### src/srtc_params.svh
// timing, command and field constants for the single-wire clock port
`ifndef SRTC_PARAMS_SVH
`define SRTC_PARAMS_SVH
`define SRTC_CLK_MHZ 250
`define SRTC_SAMPLE_US 30
`define SRTC_RSTDET_US 300
`define SRTC_PDWAIT_US 30
`define SRTC_PDLOW_US 120
`define SRTC_INTPULSE_US 100
`define SRTC_TIMER_W 18
`define SRTC_PRESCALE 15'h7FFF
`define SRTC_CMD_RDROM 8'h33
`define SRTC_CMD_MATCH 8'h55
`define SRTC_CMD_SEARCH 8'hF0
`define SRTC_CMD_SKIP 8'hCC
`define SRTC_CMD_FETCH 8'h66
`define SRTC_CMD_LOAD 8'h99
`define SRTC_CTRL_RST 8'h00
`define SRTC_CTRL_IE 7
`define SRTC_CTRL_IS_HI 6
`define SRTC_CTRL_IS_LO 4
`define SRTC_CTRL_OSC 3
`define SRTC_BYTE_LAST 7'h07
`define SRTC_ID_LAST 7'h3F
`define SRTC_TIME_LAST 7'h1F
`define SRTC_STREAM_LAST 7'h27
`define SRTC_SEARCH_CMP 2'h2
`define SRTC_CRC_POLY 8'h8C
`endif

### src/srtc_pkg.sv
// shared types of the single-wire clock port
package srtc_pkg;
  typedef enum logic [3:0] {
    ST_IDLE, ST_ROMCMD, ST_RDROM, ST_MATCH, ST_SEARCH,
    ST_FNCMD, ST_FETCH, ST_WRCTL, ST_WRTIME, ST_WAIT
  } srtc_st_t;

  typedef enum logic [2:0] {SL_IDLE, SL_SLOT, SL_HIGH, SL_PWAIT, SL_PLOW} srtc_slot_st_t;

  typedef struct packed {
    srtc_st_t st;
    logic [7:0] sh;
    logic [6:0] cnt;
    logic [1:0] ph;
    logic [31:0] rtc;
    logic [31:0] rwBuf;
    logic [7:0] ctrl;
    logic [14:0] pre;
    logic loadPend;
    logic stall;
    logic [17:0] intCnt;
  } srtc_main_t;

  typedef struct packed {
    srtc_slot_st_t st;
    logic [17:0] cnt;
    logic [17:0] lowCnt;
    logic lineQ;
    logic drvZero;
    logic rstArm;
    logic pend;
    logic [1:0] pdata;
  } srtc_slot_t;
endpackage : srtc_pkg

### src/srtc_bit_if.sv
// valid/ready stream of received slot items between internal modules
`timescale 1ns/1ps
interface srtc_bit_if #(parameter int W = 2) ();
  logic valid;
  logic ready;
  logic [W-1:0] data;
  modport src(output valid, output data, input ready);
  modport snk(input valid, input data, output ready);
endinterface : srtc_bit_if

### src/srtc_fifo2.sv
// two-entry buffer between slot engine and command logic
`timescale 1ns/1ps
module srtc_fifo2 import srtc_pkg::*; #(
  parameter int W = 2
) (
  input wire logic clock,
  input wire logic rst_n,
  srtc_bit_if.snk inS,
  srtc_bit_if.src outS
);
  typedef struct packed {
    logic [1:0][W-1:0] mem;
    logic wp;
    logic rp;
    logic [1:0] cnt;
  } srtc_fifo_t;

  srtc_fifo_t q, d;
  logic push, pop;

  assign inS.ready = (q.cnt != 2'h2);
  assign outS.valid = (q.cnt != 2'h0);
  assign outS.data = q.mem[q.rp];
  assign push = inS.valid && inS.ready;
  assign pop = outS.valid && outS.ready;

  always_comb begin
    d = q;
    if (push) begin
      d.mem[q.wp] = inS.data;
      d.wp = ~q.wp;
    end
    if (pop) begin
      d.rp = ~q.rp;
    end
    d.cnt = 2'(q.cnt + {1'b0, push} - {1'b0, pop});
  end

  always_ff @(posedge clock) begin
    if (!rst_n) begin
      q <= '0;
    end else begin
      q <= d;
    end
  end
endmodule : srtc_fifo2

### src/srtc_slot.sv
// slot timing engine: edge sync, sampling, read-zero drive, reset and presence
`timescale 1ns/1ps
`include "srtc_params.svh"
module srtc_slot import srtc_pkg::*; #(
  parameter int SAMPLE_CYC = 7500,
  parameter int RSTDET_CYC = 75000,
  parameter int PDWAIT_CYC = 7500,
  parameter int PDLOW_CYC = 30000
) (
  input wire logic clock,
  input wire logic rst_n,
  input wire logic lineIn,
  input wire logic txZero,
  output logic lineOe,
  srtc_bit_if.src rx
);
  localparam logic [`SRTC_TIMER_W-1:0] SMP_LAST = `SRTC_TIMER_W'(SAMPLE_CYC - 1);
  localparam logic [`SRTC_TIMER_W-1:0] RST_LAST = `SRTC_TIMER_W'(RSTDET_CYC - 1);
  localparam logic [`SRTC_TIMER_W-1:0] PDW_LAST = `SRTC_TIMER_W'(PDWAIT_CYC - 1);
  localparam logic [`SRTC_TIMER_W-1:0] PDL_LAST = `SRTC_TIMER_W'(PDLOW_CYC - 1);

  srtc_slot_t q, d;

  assign rx.valid = q.pend;
  assign rx.data = q.pdata;
  assign lineOe = (q.st == SL_SLOT && q.drvZero) || (q.st == SL_PLOW);

  always_comb begin
    d = q;
    d.lineQ = lineIn;
    if (q.pend && rx.ready) begin
      d.pend = 1'b0;
    end
    // long low only arms a bus reset; the clock state is never touched
    if (lineIn) begin
      d.lowCnt = '0;
    end else if (q.lowCnt != RST_LAST) begin
      d.lowCnt = q.lowCnt + `SRTC_TIMER_W'(1);
    end else if (q.st != SL_PLOW) begin
      d.rstArm = 1'b1;
      d.st = SL_HIGH;
    end
    unique case (q.st)
      SL_IDLE: begin
        if (q.lineQ && !lineIn) begin
          d.st = SL_SLOT;
          d.cnt = '0;
          d.drvZero = txZero;
        end
      end
      SL_SLOT: begin
        d.cnt = q.cnt + `SRTC_TIMER_W'(1);
        if (q.cnt == SMP_LAST) begin
          d.pend = 1'b1;
          d.pdata = {1'b0, lineIn && !q.drvZero};
          d.st = SL_HIGH;
        end
      end
      SL_HIGH: begin
        if (lineIn && q.rstArm) begin
          d.rstArm = 1'b0;
          d.pend = 1'b1;
          d.pdata = 2'h2;
          d.st = SL_PWAIT;
          d.cnt = '0;
        end else if (lineIn) begin
          d.st = SL_IDLE;
        end
      end
      SL_PWAIT: begin
        d.cnt = q.cnt + `SRTC_TIMER_W'(1);
        if (q.cnt == PDW_LAST) begin
          d.st = SL_PLOW;
          d.cnt = '0;
        end
      end
      SL_PLOW: begin
        d.cnt = q.cnt + `SRTC_TIMER_W'(1);
        if (q.cnt == PDL_LAST) begin
          d.st = SL_IDLE;
        end
      end
    endcase
  end

  always_ff @(posedge clock) begin
    if (!rst_n) begin
      q <= '0;
      q.lineQ <= 1'b1;
    end else begin
      q <= d;
    end
  end
endmodule : srtc_slot

### src/srtc_port.sv
// single-wire clock port: identity selection, clock commands and seconds counter
`timescale 1ns/1ps
`include "srtc_params.svh"
// How it works
// - fetch command snapshots the running counter when its last command bit arrives.
// - fetch returns control byte first, then counter bytes low to high.
// - reading on past the last byte repeats the same five bytes.
// - a bus reset abandons any transfer in progress.
// - first byte after load command becomes control byte immediately.
// - four counter bytes collect in the buffer, committed at next reset.
// - load with interrupts enabled pulses now or later, per time and interval.
// - oscillator off freezes the counter, making it plain four-byte storage.
// - a long low resets the protocol and commits a pending load to the counter, never touching control.
// - access runs reset, one identity command, then one clock command.
// - after reset rises, wait then drive a presence low pulse.
// - after presence take an 8-bit identity command among four.
// - identity readout sends family, serial and check byte.
// - address select compares 64 bits, proceeds only on exact match.
// - scan sends bit, complement, then reads the master's chosen bit.
// - bypass select goes straight to clock commands.
// - master starts every slot; device drives alone only for presence.
// - slots sync on the master's falling edge; delay sets sample point.
// - read zero holds the line low for the delay; one never pulls.
// - all bytes travel least significant bit first.
module srtc_port import srtc_pkg::*; #(
  parameter int SAMPLE_CYC = `SRTC_SAMPLE_US * `SRTC_CLK_MHZ,
  parameter int RSTDET_CYC = `SRTC_RSTDET_US * `SRTC_CLK_MHZ,
  parameter int PDWAIT_CYC = `SRTC_PDWAIT_US * `SRTC_CLK_MHZ,
  parameter int PDLOW_CYC = `SRTC_PDLOW_US * `SRTC_CLK_MHZ,
  parameter int INTPULSE_CYC = `SRTC_INTPULSE_US * `SRTC_CLK_MHZ,
  // arbitrary identity values, not tied to any maker
  parameter logic [7:0] FAMILY = 8'h5A,
  parameter logic [47:0] SERIAL = 48'h0000_0000_0001
) (
  input wire logic clock,
  input wire logic rst_n,
  input wire logic lineIn,
  input wire logic xtalTick,
  output logic lineOe,
  output logic lineOut,
  output logic intOe,
  output logic intOut
);
  function automatic logic [7:0] crc56(input logic [55:0] v);
    logic [7:0] c;
    logic fb;
    c = '0;
    for (int i = 0; i < 56; i++) begin
      fb = c[0] ^ v[i];
      c = c >> 1;
      if (fb) begin
        c = c ^ `SRTC_CRC_POLY;
      end
    end
    return c;
  endfunction : crc56

  // interval of 2**n seconds, n picked by the select field
  function automatic logic [4:0] ivlExp(input logic [2:0] sel);
    logic [4:0] e;
    unique case (sel)
      3'h0: e = 5'h00;
      3'h1: e = 5'h02;
      3'h2: e = 5'h05;
      3'h3: e = 5'h06;
      3'h4: e = 5'h0B;
      3'h5: e = 5'h0C;
      3'h6: e = 5'h10;
      3'h7: e = 5'h11;
    endcase
    return e;
  endfunction : ivlExp

  localparam logic [63:0] ROM_ID = {crc56({SERIAL, FAMILY}), SERIAL, FAMILY};
  localparam logic [17:0] INT_LOAD = 18'(INTPULSE_CYC);

  // identity bits go out family code first, low bit first
  function automatic logic idBit(input logic [6:0] pos);
    return ROM_ID[pos[5:0]];
  endfunction : idBit

  function automatic logic idMiss(input logic b, input logic [6:0] pos);
    return b != idBit(pos);
  endfunction : idMiss

  // fetch stream: control byte, then counter bytes, wrapping every forty bits
  function automatic logic fetchBit(input logic [7:0] c, input logic [31:0] t, input logic [6:0] pos);
    logic [39:0] s;
    s = {t, c};
    return s[pos[5:0]];
  endfunction : fetchBit

  function automatic srtc_st_t romNext(input logic [7:0] cmd);
    srtc_st_t s;
    unique case (cmd)
      `SRTC_CMD_RDROM: s = ST_RDROM;
      `SRTC_CMD_MATCH: s = ST_MATCH;
      `SRTC_CMD_SEARCH: s = ST_SEARCH;
      `SRTC_CMD_SKIP: s = ST_FNCMD;
      default: s = ST_WAIT;
    endcase
    return s;
  endfunction : romNext

  // boundary pulse once the new count has all bits below the interval bit clear
  function automatic logic irqOnTick(input logic [7:0] c, input logic [31:0] t, input logic [31:0] m);
    return c[`SRTC_CTRL_IE] && ((t & m) == 32'h0000_0000);
  endfunction : irqOnTick

  // a committed load pulses at once when the bit just below its interval bit is set or the interval is one second, else waits a boundary
  function automatic logic irqOnLoad(input logic [7:0] c, input logic [31:0] t, input logic [4:0] e);
    logic hit;
    hit = (e == 5'h00) || t[e - 5'h01];
    return c[`SRTC_CTRL_IE] && hit;
  endfunction : irqOnLoad

  srtc_main_t q, d;
  srtc_bit_if #(.W(2)) slotIf ();
  srtc_bit_if #(.W(2)) cmdIf ();
  logic txZero;
  logic take;
  logic rxBit;
  logic [7:0] shNew;
  logic [2:0] ivlSel;
  logic [31:0] ivlMask;
  logic [31:0] rtcNext;
  logic [4:0] ivlE;

  srtc_slot #(
    .SAMPLE_CYC(SAMPLE_CYC),
    .RSTDET_CYC(RSTDET_CYC),
    .PDWAIT_CYC(PDWAIT_CYC),
    .PDLOW_CYC(PDLOW_CYC)
  ) uSlot (
    .clock(clock),
    .rst_n(rst_n),
    .lineIn(lineIn),
    .txZero(txZero),
    .lineOe(lineOe),
    .rx(slotIf.src)
  );

  // a stall here backs up into the slot engine instead of losing a bit
  srtc_fifo2 #(.W(2)) uBuf (
    .clock(clock),
    .rst_n(rst_n),
    .inS(slotIf.snk),
    .outS(cmdIf.src)
  );

  assign lineOut = 1'b0;
  assign intOut = 1'b0;
  assign intOe = (q.intCnt != '0);
  // one stall cycle after a commit; the buffer holds the next item meanwhile
  assign cmdIf.ready = !q.stall;
  assign take = cmdIf.valid && cmdIf.ready;
  assign rxBit = cmdIf.data[0];
  assign shNew = {rxBit, q.sh[7:1]};
  assign ivlSel = q.ctrl[`SRTC_CTRL_IS_HI:`SRTC_CTRL_IS_LO];
  assign ivlE = ivlExp(ivlSel);
  assign ivlMask = (32'h0000_0001 << ivlE) - 32'h0000_0001;
  assign rtcNext = q.rtc + 32'h0000_0001;

  // bit to present in the coming read slot
  always_comb begin
    unique case (q.st)
      ST_RDROM: txZero = !idBit(q.cnt);
      ST_SEARCH: begin
        unique case (q.ph)
          2'h0: txZero = !idBit(q.cnt);
          2'h1: txZero = idBit(q.cnt);
          default: txZero = 1'b0;
        endcase
      end
      ST_FETCH: txZero = !fetchBit(q.ctrl, q.rwBuf, q.cnt);
      default: txZero = 1'b0;
    endcase
  end

  always_comb begin
    d = q;
    d.stall = 1'b0;
    if (q.intCnt != '0) begin
      d.intCnt = q.intCnt - 18'h00001;
    end
    if (xtalTick && q.ctrl[`SRTC_CTRL_OSC]) begin
      if (q.pre == `SRTC_PRESCALE) begin
        d.pre = '0;
        d.rtc = rtcNext;
        if (irqOnTick(q.ctrl, rtcNext, ivlMask)) begin
          d.intCnt = INT_LOAD;
        end
      end else begin
        d.pre = q.pre + 15'h0001;
      end
    end
    // a bus reset outranks any data bit and abandons the transfer
    if (take && cmdIf.data[1]) begin
      d.st = ST_ROMCMD;
      d.cnt = '0;
      d.ph = '0;
      if (q.loadPend) begin
        d.rtc = q.rwBuf;
        d.pre = '0;
        d.loadPend = 1'b0;
        d.stall = 1'b1;
        if (irqOnLoad(q.ctrl, q.rwBuf, ivlE)) begin
          d.intCnt = INT_LOAD;
        end
      end
    end else if (take) begin
      d.sh = shNew;
      d.cnt = q.cnt + 7'h01;
      unique case (q.st)
        ST_ROMCMD: begin
          if (q.cnt == `SRTC_BYTE_LAST) begin
            d.cnt = '0;
            d.ph = '0;
            d.st = romNext(shNew);
          end
        end
        ST_RDROM: begin
          if (q.cnt == `SRTC_ID_LAST) begin
            d.st = ST_FNCMD;
            d.cnt = '0;
          end
        end
        ST_MATCH: begin
          if (idMiss(rxBit, q.cnt)) begin
            d.st = ST_WAIT;
          end else if (q.cnt == `SRTC_ID_LAST) begin
            d.st = ST_FNCMD;
            d.cnt = '0;
          end
        end
        ST_SEARCH: begin
          d.cnt = q.cnt;
          d.ph = q.ph + 2'h1;
          if (q.ph == `SRTC_SEARCH_CMP) begin
            d.ph = '0;
            d.cnt = q.cnt + 7'h01;
            if (idMiss(rxBit, q.cnt)) begin
              d.st = ST_WAIT;
            end else if (q.cnt == `SRTC_ID_LAST) begin
              d.st = ST_FNCMD;
              d.cnt = '0;
            end
          end
        end
        ST_FNCMD: begin
          if (q.cnt == `SRTC_BYTE_LAST) begin
            d.cnt = '0;
            unique case (shNew)
              `SRTC_CMD_FETCH: begin
                d.rwBuf = q.rtc;
                d.st = ST_FETCH;
              end
              `SRTC_CMD_LOAD: d.st = ST_WRCTL;
              default: d.st = ST_WAIT;
            endcase
          end
        end
        ST_FETCH: begin
          if (q.cnt == `SRTC_STREAM_LAST) begin
            d.cnt = '0;
          end
        end
        ST_WRCTL: begin
          if (q.cnt == `SRTC_BYTE_LAST) begin
            d.ctrl = {shNew[7:3], shNew[`SRTC_CTRL_OSC], 2'b00};
            d.st = ST_WRTIME;
            d.cnt = '0;
          end
        end
        ST_WRTIME: begin
          d.rwBuf[q.cnt[4:0]] = rxBit;
          if (q.cnt == `SRTC_TIME_LAST) begin
            d.loadPend = 1'b1;
            d.st = ST_WAIT;
          end
        end
        default: begin
          d.cnt = q.cnt;
        end
      endcase
    end
  end

  always_ff @(posedge clock) begin
    if (!rst_n) begin
      q <= '0;
      q.st <= ST_IDLE;
      q.ctrl <= `SRTC_CTRL_RST;
    end else begin
      q <= d;
    end
  end
endmodule : srtc_port

### config.mk
export PLATFORM = sky130hd
export DESIGN_NAME = srtc_port
export DESIGN_NICKNAME = d
export VERILOG_FILES = /design/src/srtc_pkg.sv /design/src/srtc_bit_if.sv /design/src/srtc_fifo2.sv /design/src/srtc_slot.sv /design/src/srtc_port.sv
export VERILOG_INCLUDE_DIRS = /design/src
export SDC_FILE = /design/constraint.sdc
export NUM_CORES = 1
export LEC_CHECK = 0
export ABC_AREA = 1
export BUFFER_PORTS_ARGS = -buffer_cell sky130_fd_sc_hd__buf_2
export CAP_MARGIN = 40
export CORE_MARGIN = 2
export CORE_UTILIZATION = 45
export DETAILED_ROUTE_END_ITERATION = 12
export GPL_ROUTABILITY_DRIVEN = 1
export HOLD_SLACK_MARGIN = 0.1
export PLACE_DENSITY = 0.59
export SETUP_SLACK_MARGIN = 0.05
export SLEW_MARGIN = 25
export SYNTH_ARGS = -nofsm -noshare
export SYNTH_HDL_FRONTEND = slang
export SYNTH_SLANG_ARGS = --single-unit
### constraint.sdc
create_clock -name clock -period 3.8 [get_ports clock]
set_input_delay 1.14 -clock clock [delete_from_list [all_inputs] [get_ports clock]]
set_output_delay 1.14 -clock clock [all_outputs]
set_load 0.01 [all_outputs]
# Word-level counts from Yosys, hierarchy flattened
# Memories as Yosys holds them, arrays and structs flattened. A register that Yosys moved wholly into a read port is not among the register bits.
# Index checks and enable logic that the tools add are counted.
[op_classes]
reduce_logical = 49
bitwise_logic = 5
shift = 1
n_lt_le_gt_ge = 7
n_addsub = 11
eq_ne = 45
muxes = 79
[op_table]
columns = ["operator", "count"]
rows = [
  ["2-to-1 mux 32 bit", 6],
  ["2-to-1 mux 18 bit", 8],
  ["case mux 21 bit (5 select lines)", 1],
  ["case mux 32 bit (2 select lines)", 1],
  ["case mux 7 bit (7 select lines)", 1],
  ["2-to-1 mux 15 bit", 3],
  ["2-to-1 mux 21 bit", 2],
  ["adder 18 x 1 -> 18 bit, second input constant", 2],
  ["2-to-1 mux 35 bit", 1],
  ["adder 32 x 1 -> 32 bit, second input constant", 1],
  ["AND 32 bit", 1],
  ["bitwise mux 32 bit", 1],
  ["zero test 32 bit", 1],
  ["2-to-1 mux 4 bit", 8],
  ["left shift 1 x 5 -> 32 bit, first input constant", 1],
  ["subtractor 32 x 1 -> 32 bit, second input constant", 1],
  ["2-to-1 mux 3 bit", 10],
  ["2-to-1 mux 7 bit", 4],
  ["case mux 4 bit (7 select lines)", 1],
  ["== test 8 bit, second input constant", 3],
  ["== test 18 x 13 -> 1 bit, second input constant", 1],
  ["== test 18 x 15 -> 1 bit, second input constant", 1],
  ["2-to-1 mux 9 bit", 2],
  ["inequality test 18 x 17 -> 1 bit, second input constant", 1],
  ["62 further kinds", 135],
]
[totals]
register_bits = 179
mem_bits_ro = 104
n_memories = 2
input_bits = 4
[memory_table]
columns = ["name", "depth", "word_bits", "read_ports", "rd_clocked_by_memory_dff", "write_ports", "line_no", "source"]
rows = [
  ["(name not given)", 64, 1, 1, 1, 0, "srtc_port.sv:79", "return ROM_ID[pos[5:0]];"],
  ["(name not given)", 8, 5, 1, 1, 0, "srtc_port.sv:61", "unique case (sel)"],
]

# Logic depth before layout (Yosys ltp)
[depth]
ltp_word = 11
depth_mapped = 22
mapped_depth_nobuf = 19

# Cells and area by module
# Synthesis repeated with hierarchy kept, for this count alone.
[hier_totals]
cells_unflattened = 1978
hier_area_um2 = 12707.2
[modules_own_cells]
columns = ["module", "cells_per_inst", "area_per_inst_um2", "instances"]
rows = [
  ["srtc_port", 1562, 9836.9, 1],
  ["srtc_slot", 359, 2452.4, 1],
  ["srtc_fifo2", 57, 417.9, 1],
]

# Worst setup path after synthesis
# No wires, ideal clock.
[synth_timing]
kind = "reg2reg"
start = "reg ivlE[0] (netlist name)"
end = "reg q[1] in the netlist's numbering"
path_slack_ns = 0.959
path_stages_with_launch = 21
arrival_ns = 2.722
n_path_buf = 3
required_ns = 3.681
setup_time_ns = 0.119
path_cell_list = "dfxtp_1 -> buf_2 -> clkinv_1 -> buf_2 -> ha_1 -> buf_2 -> nand3_2 -> ha_1 -> nand3_2 -> nor2_2 -> inv_2 -> nor2_1 -> nand3b_1 -> nand3_1 -> nand2_1 -> nor2_1 -> nand2_1 -> nor2_4 -> nand2_8 -> nand2_8 -> nor2_2"
[synth_via]
elab_chain_cells = 11
word_cells_on_any_way = 17
[synth_lines]
columns = ["element", "line_no", "source"]
rows = [
  ["left shift 1 x 5 -> 32 bit", "srtc_port.sv:161", "assign ivlMask = (32'h0000_0001 << ivlE) - 32'h0000_0001;"],
  ["subtractor 32 x 1 -> 32 bit", "srtc_port.sv:161", ""],
  ["AND 32 bit", "srtc_port.sv:107", "return c[`SRTC_CTRL_IE] && ((t & m) == 32'h0000_0000);"],
  ["zero test 32 bit", "srtc_port.sv:107", ""],
  ["logical AND 1 bit", "srtc_port.sv:107", ""],
  ["2-to-1 mux 18 bit", "srtc_port.sv:190", "if (irqOnTick(q.ctrl, rtcNext, ivlMask)) begin"],
  ["2-to-1 mux 18 bit", "srtc_port.sv:187", "if (q.pre == `SRTC_PRESCALE) begin"],
  ["2-to-1 mux 18 bit", "srtc_port.sv:186", "if (xtalTick && q.ctrl[`SRTC_CTRL_OSC]) begin"],
  ["2-to-1 mux 18 bit", "srtc_port.sv:207", "if (irqOnLoad(q.ctrl, q.rwBuf, ivlE)) begin"],
  ["2-to-1 mux 35 bit", "srtc_port.sv:202", "if (q.loadPend) begin"],
  ["2-to-1 mux 18 bit *", "srtc_port.sv:198", "if (take && cmdIf.data[1]) begin"],
  ["end: declaration", "srtc_port.sv:117", "srtc_main_t q, d;"],
]
# Every way passes the cells marked *; elsewhere a longest branch is shown, timed or not. The select of a mux whose other input is x is not followed.
# A chain may end at the register's enable or synchronous reset.

# Worst setup path after layout
[layout_timing]
start = "reg q[110] in the netlist's numbering"
end = "reg ivlE[0] (netlist name)"
[layout_via]
elab_chain_cells = 4
[layout_lines]
columns = ["element"]
rows = [
  ["== test 7 x 3 -> 1 bit (no line)"],
  ["AND reduction 4 bit (no line)"],
  ["2-to-1 mux 3 bit (no line) (2 in series)"],
]
# Every way passes these cells.

==> metrics.md <==
| Metric | Value |
|---|---|
| CTS buffer count | 17 |
| Die H | 170 um |
| Synth unique cells | 61 |
| Worst-Skew Late Latency | 0.44 ns |
| Worst-path clk slew | 0.09 ns |
| Post-cts sizing count | 0 |
| Clk_skew | 0.0187 ns |
| Primary FF master, synth | dfxtp_1 |
| FP Rows | 60 |
| Max Clock Freq | 305 MHz |
| WS Path Type | reg -> reg |
| Startpoint of the worst register-to-register path | q[110] |
| Largest net degree at the start of global routing | 80 |
| Tmin final | 3.27 ns |
| Final #Nets | 1,946 |
| Final period util | 86.2% |
| DRT Pass-1 Iters | 6 |
| Area growth from synthesis to final layout | 7.98% |
| Fillers | 2,769 |
| P_leak | 5.69 nW |
| Unrepaired setup endpoints after global routing | false |
| Final setup viols | 0 |
| Post-synth EDFFs | 0 |
| Max rail drop VDD | 0.268 mV |
| First-pass GRT wire length | 58,800 um |
| DRC | 0 |
| Synthesized flop and latch total | 183 |
| Slew HR | 46.6% |
| Register Area | 3660 sq um |
| Overflow after GRT | 0 |
| Slew @ Worst Pin | 0.795 ns |
| Clock root buffer | clkbuf_16 |
| Vias/cell | 5.48 |
| Slew Limit Fails | 0 |
| CTS tree | built |
| Die Area | 28,800 sq um |
| R2r worst-path depth | 11 |
| Gr usage total | 25.4% |
| Drt total wl | 36,000 um |
| Worst hold path class | reg -> reg |
| DRT antenna net count | 0 |
| H-tree Lvls | 4 |
| Hold Violations, Final | 0 |
| P per Cell Area | 368 nW/um^2 |
| Synth Cell Area | 12,400 sq um |
| Post-Syn Area per Cell | 6.40 sq um |
| Design Power | 4.92 mW |
| CP Data Arrival Time | 3.60 ns |
| Critical Path RT | 4.12 ns |
| Non-Filler Instances | 2,276 |
| Multi-input logic area | 7440 sq um |
| Most frequent cells in the layout | nand2_1 (375), inv_1 (249), nor2_1 (248) |
| Worst Setup Start Kind | flip-flop |
| Final RePlAce weighted congestion | 0.945 |
| Number of global-route vias before repair | 11,300 |
| Share of cells above drive strength 1 | 7.44% |
| Placed cells | 2,243 |
| R2r setup slk | 0.53 ns |
| Post-CTS setup buffers | 0 |
| # port buffers | 5 |
| Fraction of registers with async set/reset | 0% |
| Status | complete, no violations |
| Die Wd | 170 um |
| Fin Setup TNS | 0 ns |
| DP Wirelength | 27,400 um |
| Starting DRT DRC Count | 1,257 |
| Max clock buf depth | 2 |
| Maxcap violations | 0 |
| Cts-stage hold buffer count | 0 |
| Post-DP Area | 12,700 sq um |
| Initial antenna violation count | 0 |
| Hold path start | uSlot.q[14] |
| Starting density of the core | 45.9% |
| Routed len/inst | 15.8 um |
| Worst hold stages | 1 |
| Finished layout cell area | 13,400 sq um |
| Most common cell after layout, fill and taps aside | nand2_1 |
| YS warnings | 0 |
| R2R Path End | ivlE[0] |
| Max FO, Critical Path | 14 |
| Sequential area share after synthesis | 29.6% |
| Worst hold endpoint | uSlot.q[14] |
| Ant diodes | 0 |
| Ports | 8 |
| Syn Inst Count | 1,935 |
| Core region area | 27,000 sq um |
| CP Capture Type | flip-flop |
| Via count | 12,500 |
| CTS Sinks | 183 |
| Fin Hold WS | 0.451 ns |
registers in the layout, summed over array words and instances, names as in the netlist, named ones only:
signal,cells
ivlSel,3
uSlot.q,42
q,121
uSlot.rx.valid,1
ivlE,5
uBuf.q,8
uSlot.rx.data,2
metrics by stage:
stage	worst slack (ns)	utilization, %
2_1_floorplan	0.959	-
3_3_place_gp	0.464	47.2
3_5_place_dp	0.537	47.2
4_1_cts	0.500	49.5
5_1_grt	0.310	49.6
6_report	0.526	49.6
logic make-up after synthesis:
logic type	after synthesis	synth area share, %
buf+inv	326	10.4
compound gates	402	19.0
fa+ha+maj	20	2.02
other cells	1	0.0303
flops	183	29.6
xor+xnor	54	3.88
simple gates	949	35.1
worst max path at each step:
stage / from / to / slack [ns]
floorplan: ivlE[0] / q[1] / 0.96
global placement: q[110] / ivlE[0] / 0.46
detailed placement: xtalTick / q[1] / 0.54
CTS: q[110] / ivlE[0] / 0.50
global route: q[110] / ivlE[0] / 0.31
finish: q[110] / ivlE[0] / 0.53
area by class of cell:
cell class	instances	area share (%)
multi-input cells	1427	55.6
well taps	341	3.19
inverters	266	7.49
repair buffers	27	1.57
clock buffers	17	3.18
clock inverters	15	1.52
flip-flops and latches	183	27.4
metal layers:
layer / part of all wire [%] / vias to the layer above / GRT usage, %
li1: - / 6416 / -
met1: 48 / 5606 / 36.2
met2: 43 / 396 / 39.8
met3: 6.4 / 47 / 4.00
met4: 2.0 / 0 / 7.02
met5: 0 / - / 0
cell usage after synthesis, types with 14 or more instances:
cell	count	area share [%]
nand3b_1	15	0.91
nand3_1	123	5.0
ha_1	20	2.0
xor2_1	44	3.1
nand4_1	43	2.2
o21ai_0	141	5.7
nor4_1	16	0.81
nor2_1	248	7.5
buf_2	15	0.61
nor3_1	57	2.3
nor2_2	23	1.2
o221ai_1	17	1.2
inv_1	249	7.6
clkbuf_1	38	1.2
a31oi_1	14	0.71
nand2_1	375	11
dfxtp_1	183	30
a211oi_1	28	1.7
a21oi_1	133	5.4
where the power goes:
group	switching, mW	internal, mW	leakage (nW)
Clock	0.934	0.962	0.306
Sequential	0.109	2.03	1.48
Combinational	0.557	0.330	3.90
worst max-delay path, stage by stage (launching register included):
cell,delay (ns)
dfxtp_1,0.69
ha_1,0.40
inv_1,0.18
nor2_1,0.21
nand2_1,0.18
nor3_1,0.41
nor2_1,0.07
nor2_1,0.13
o21a_1,0.19
inv_1,0.10
ha_1,0.30
o21ai_0,0.28
Note: power is estimated with default switching activity, not from simulation.
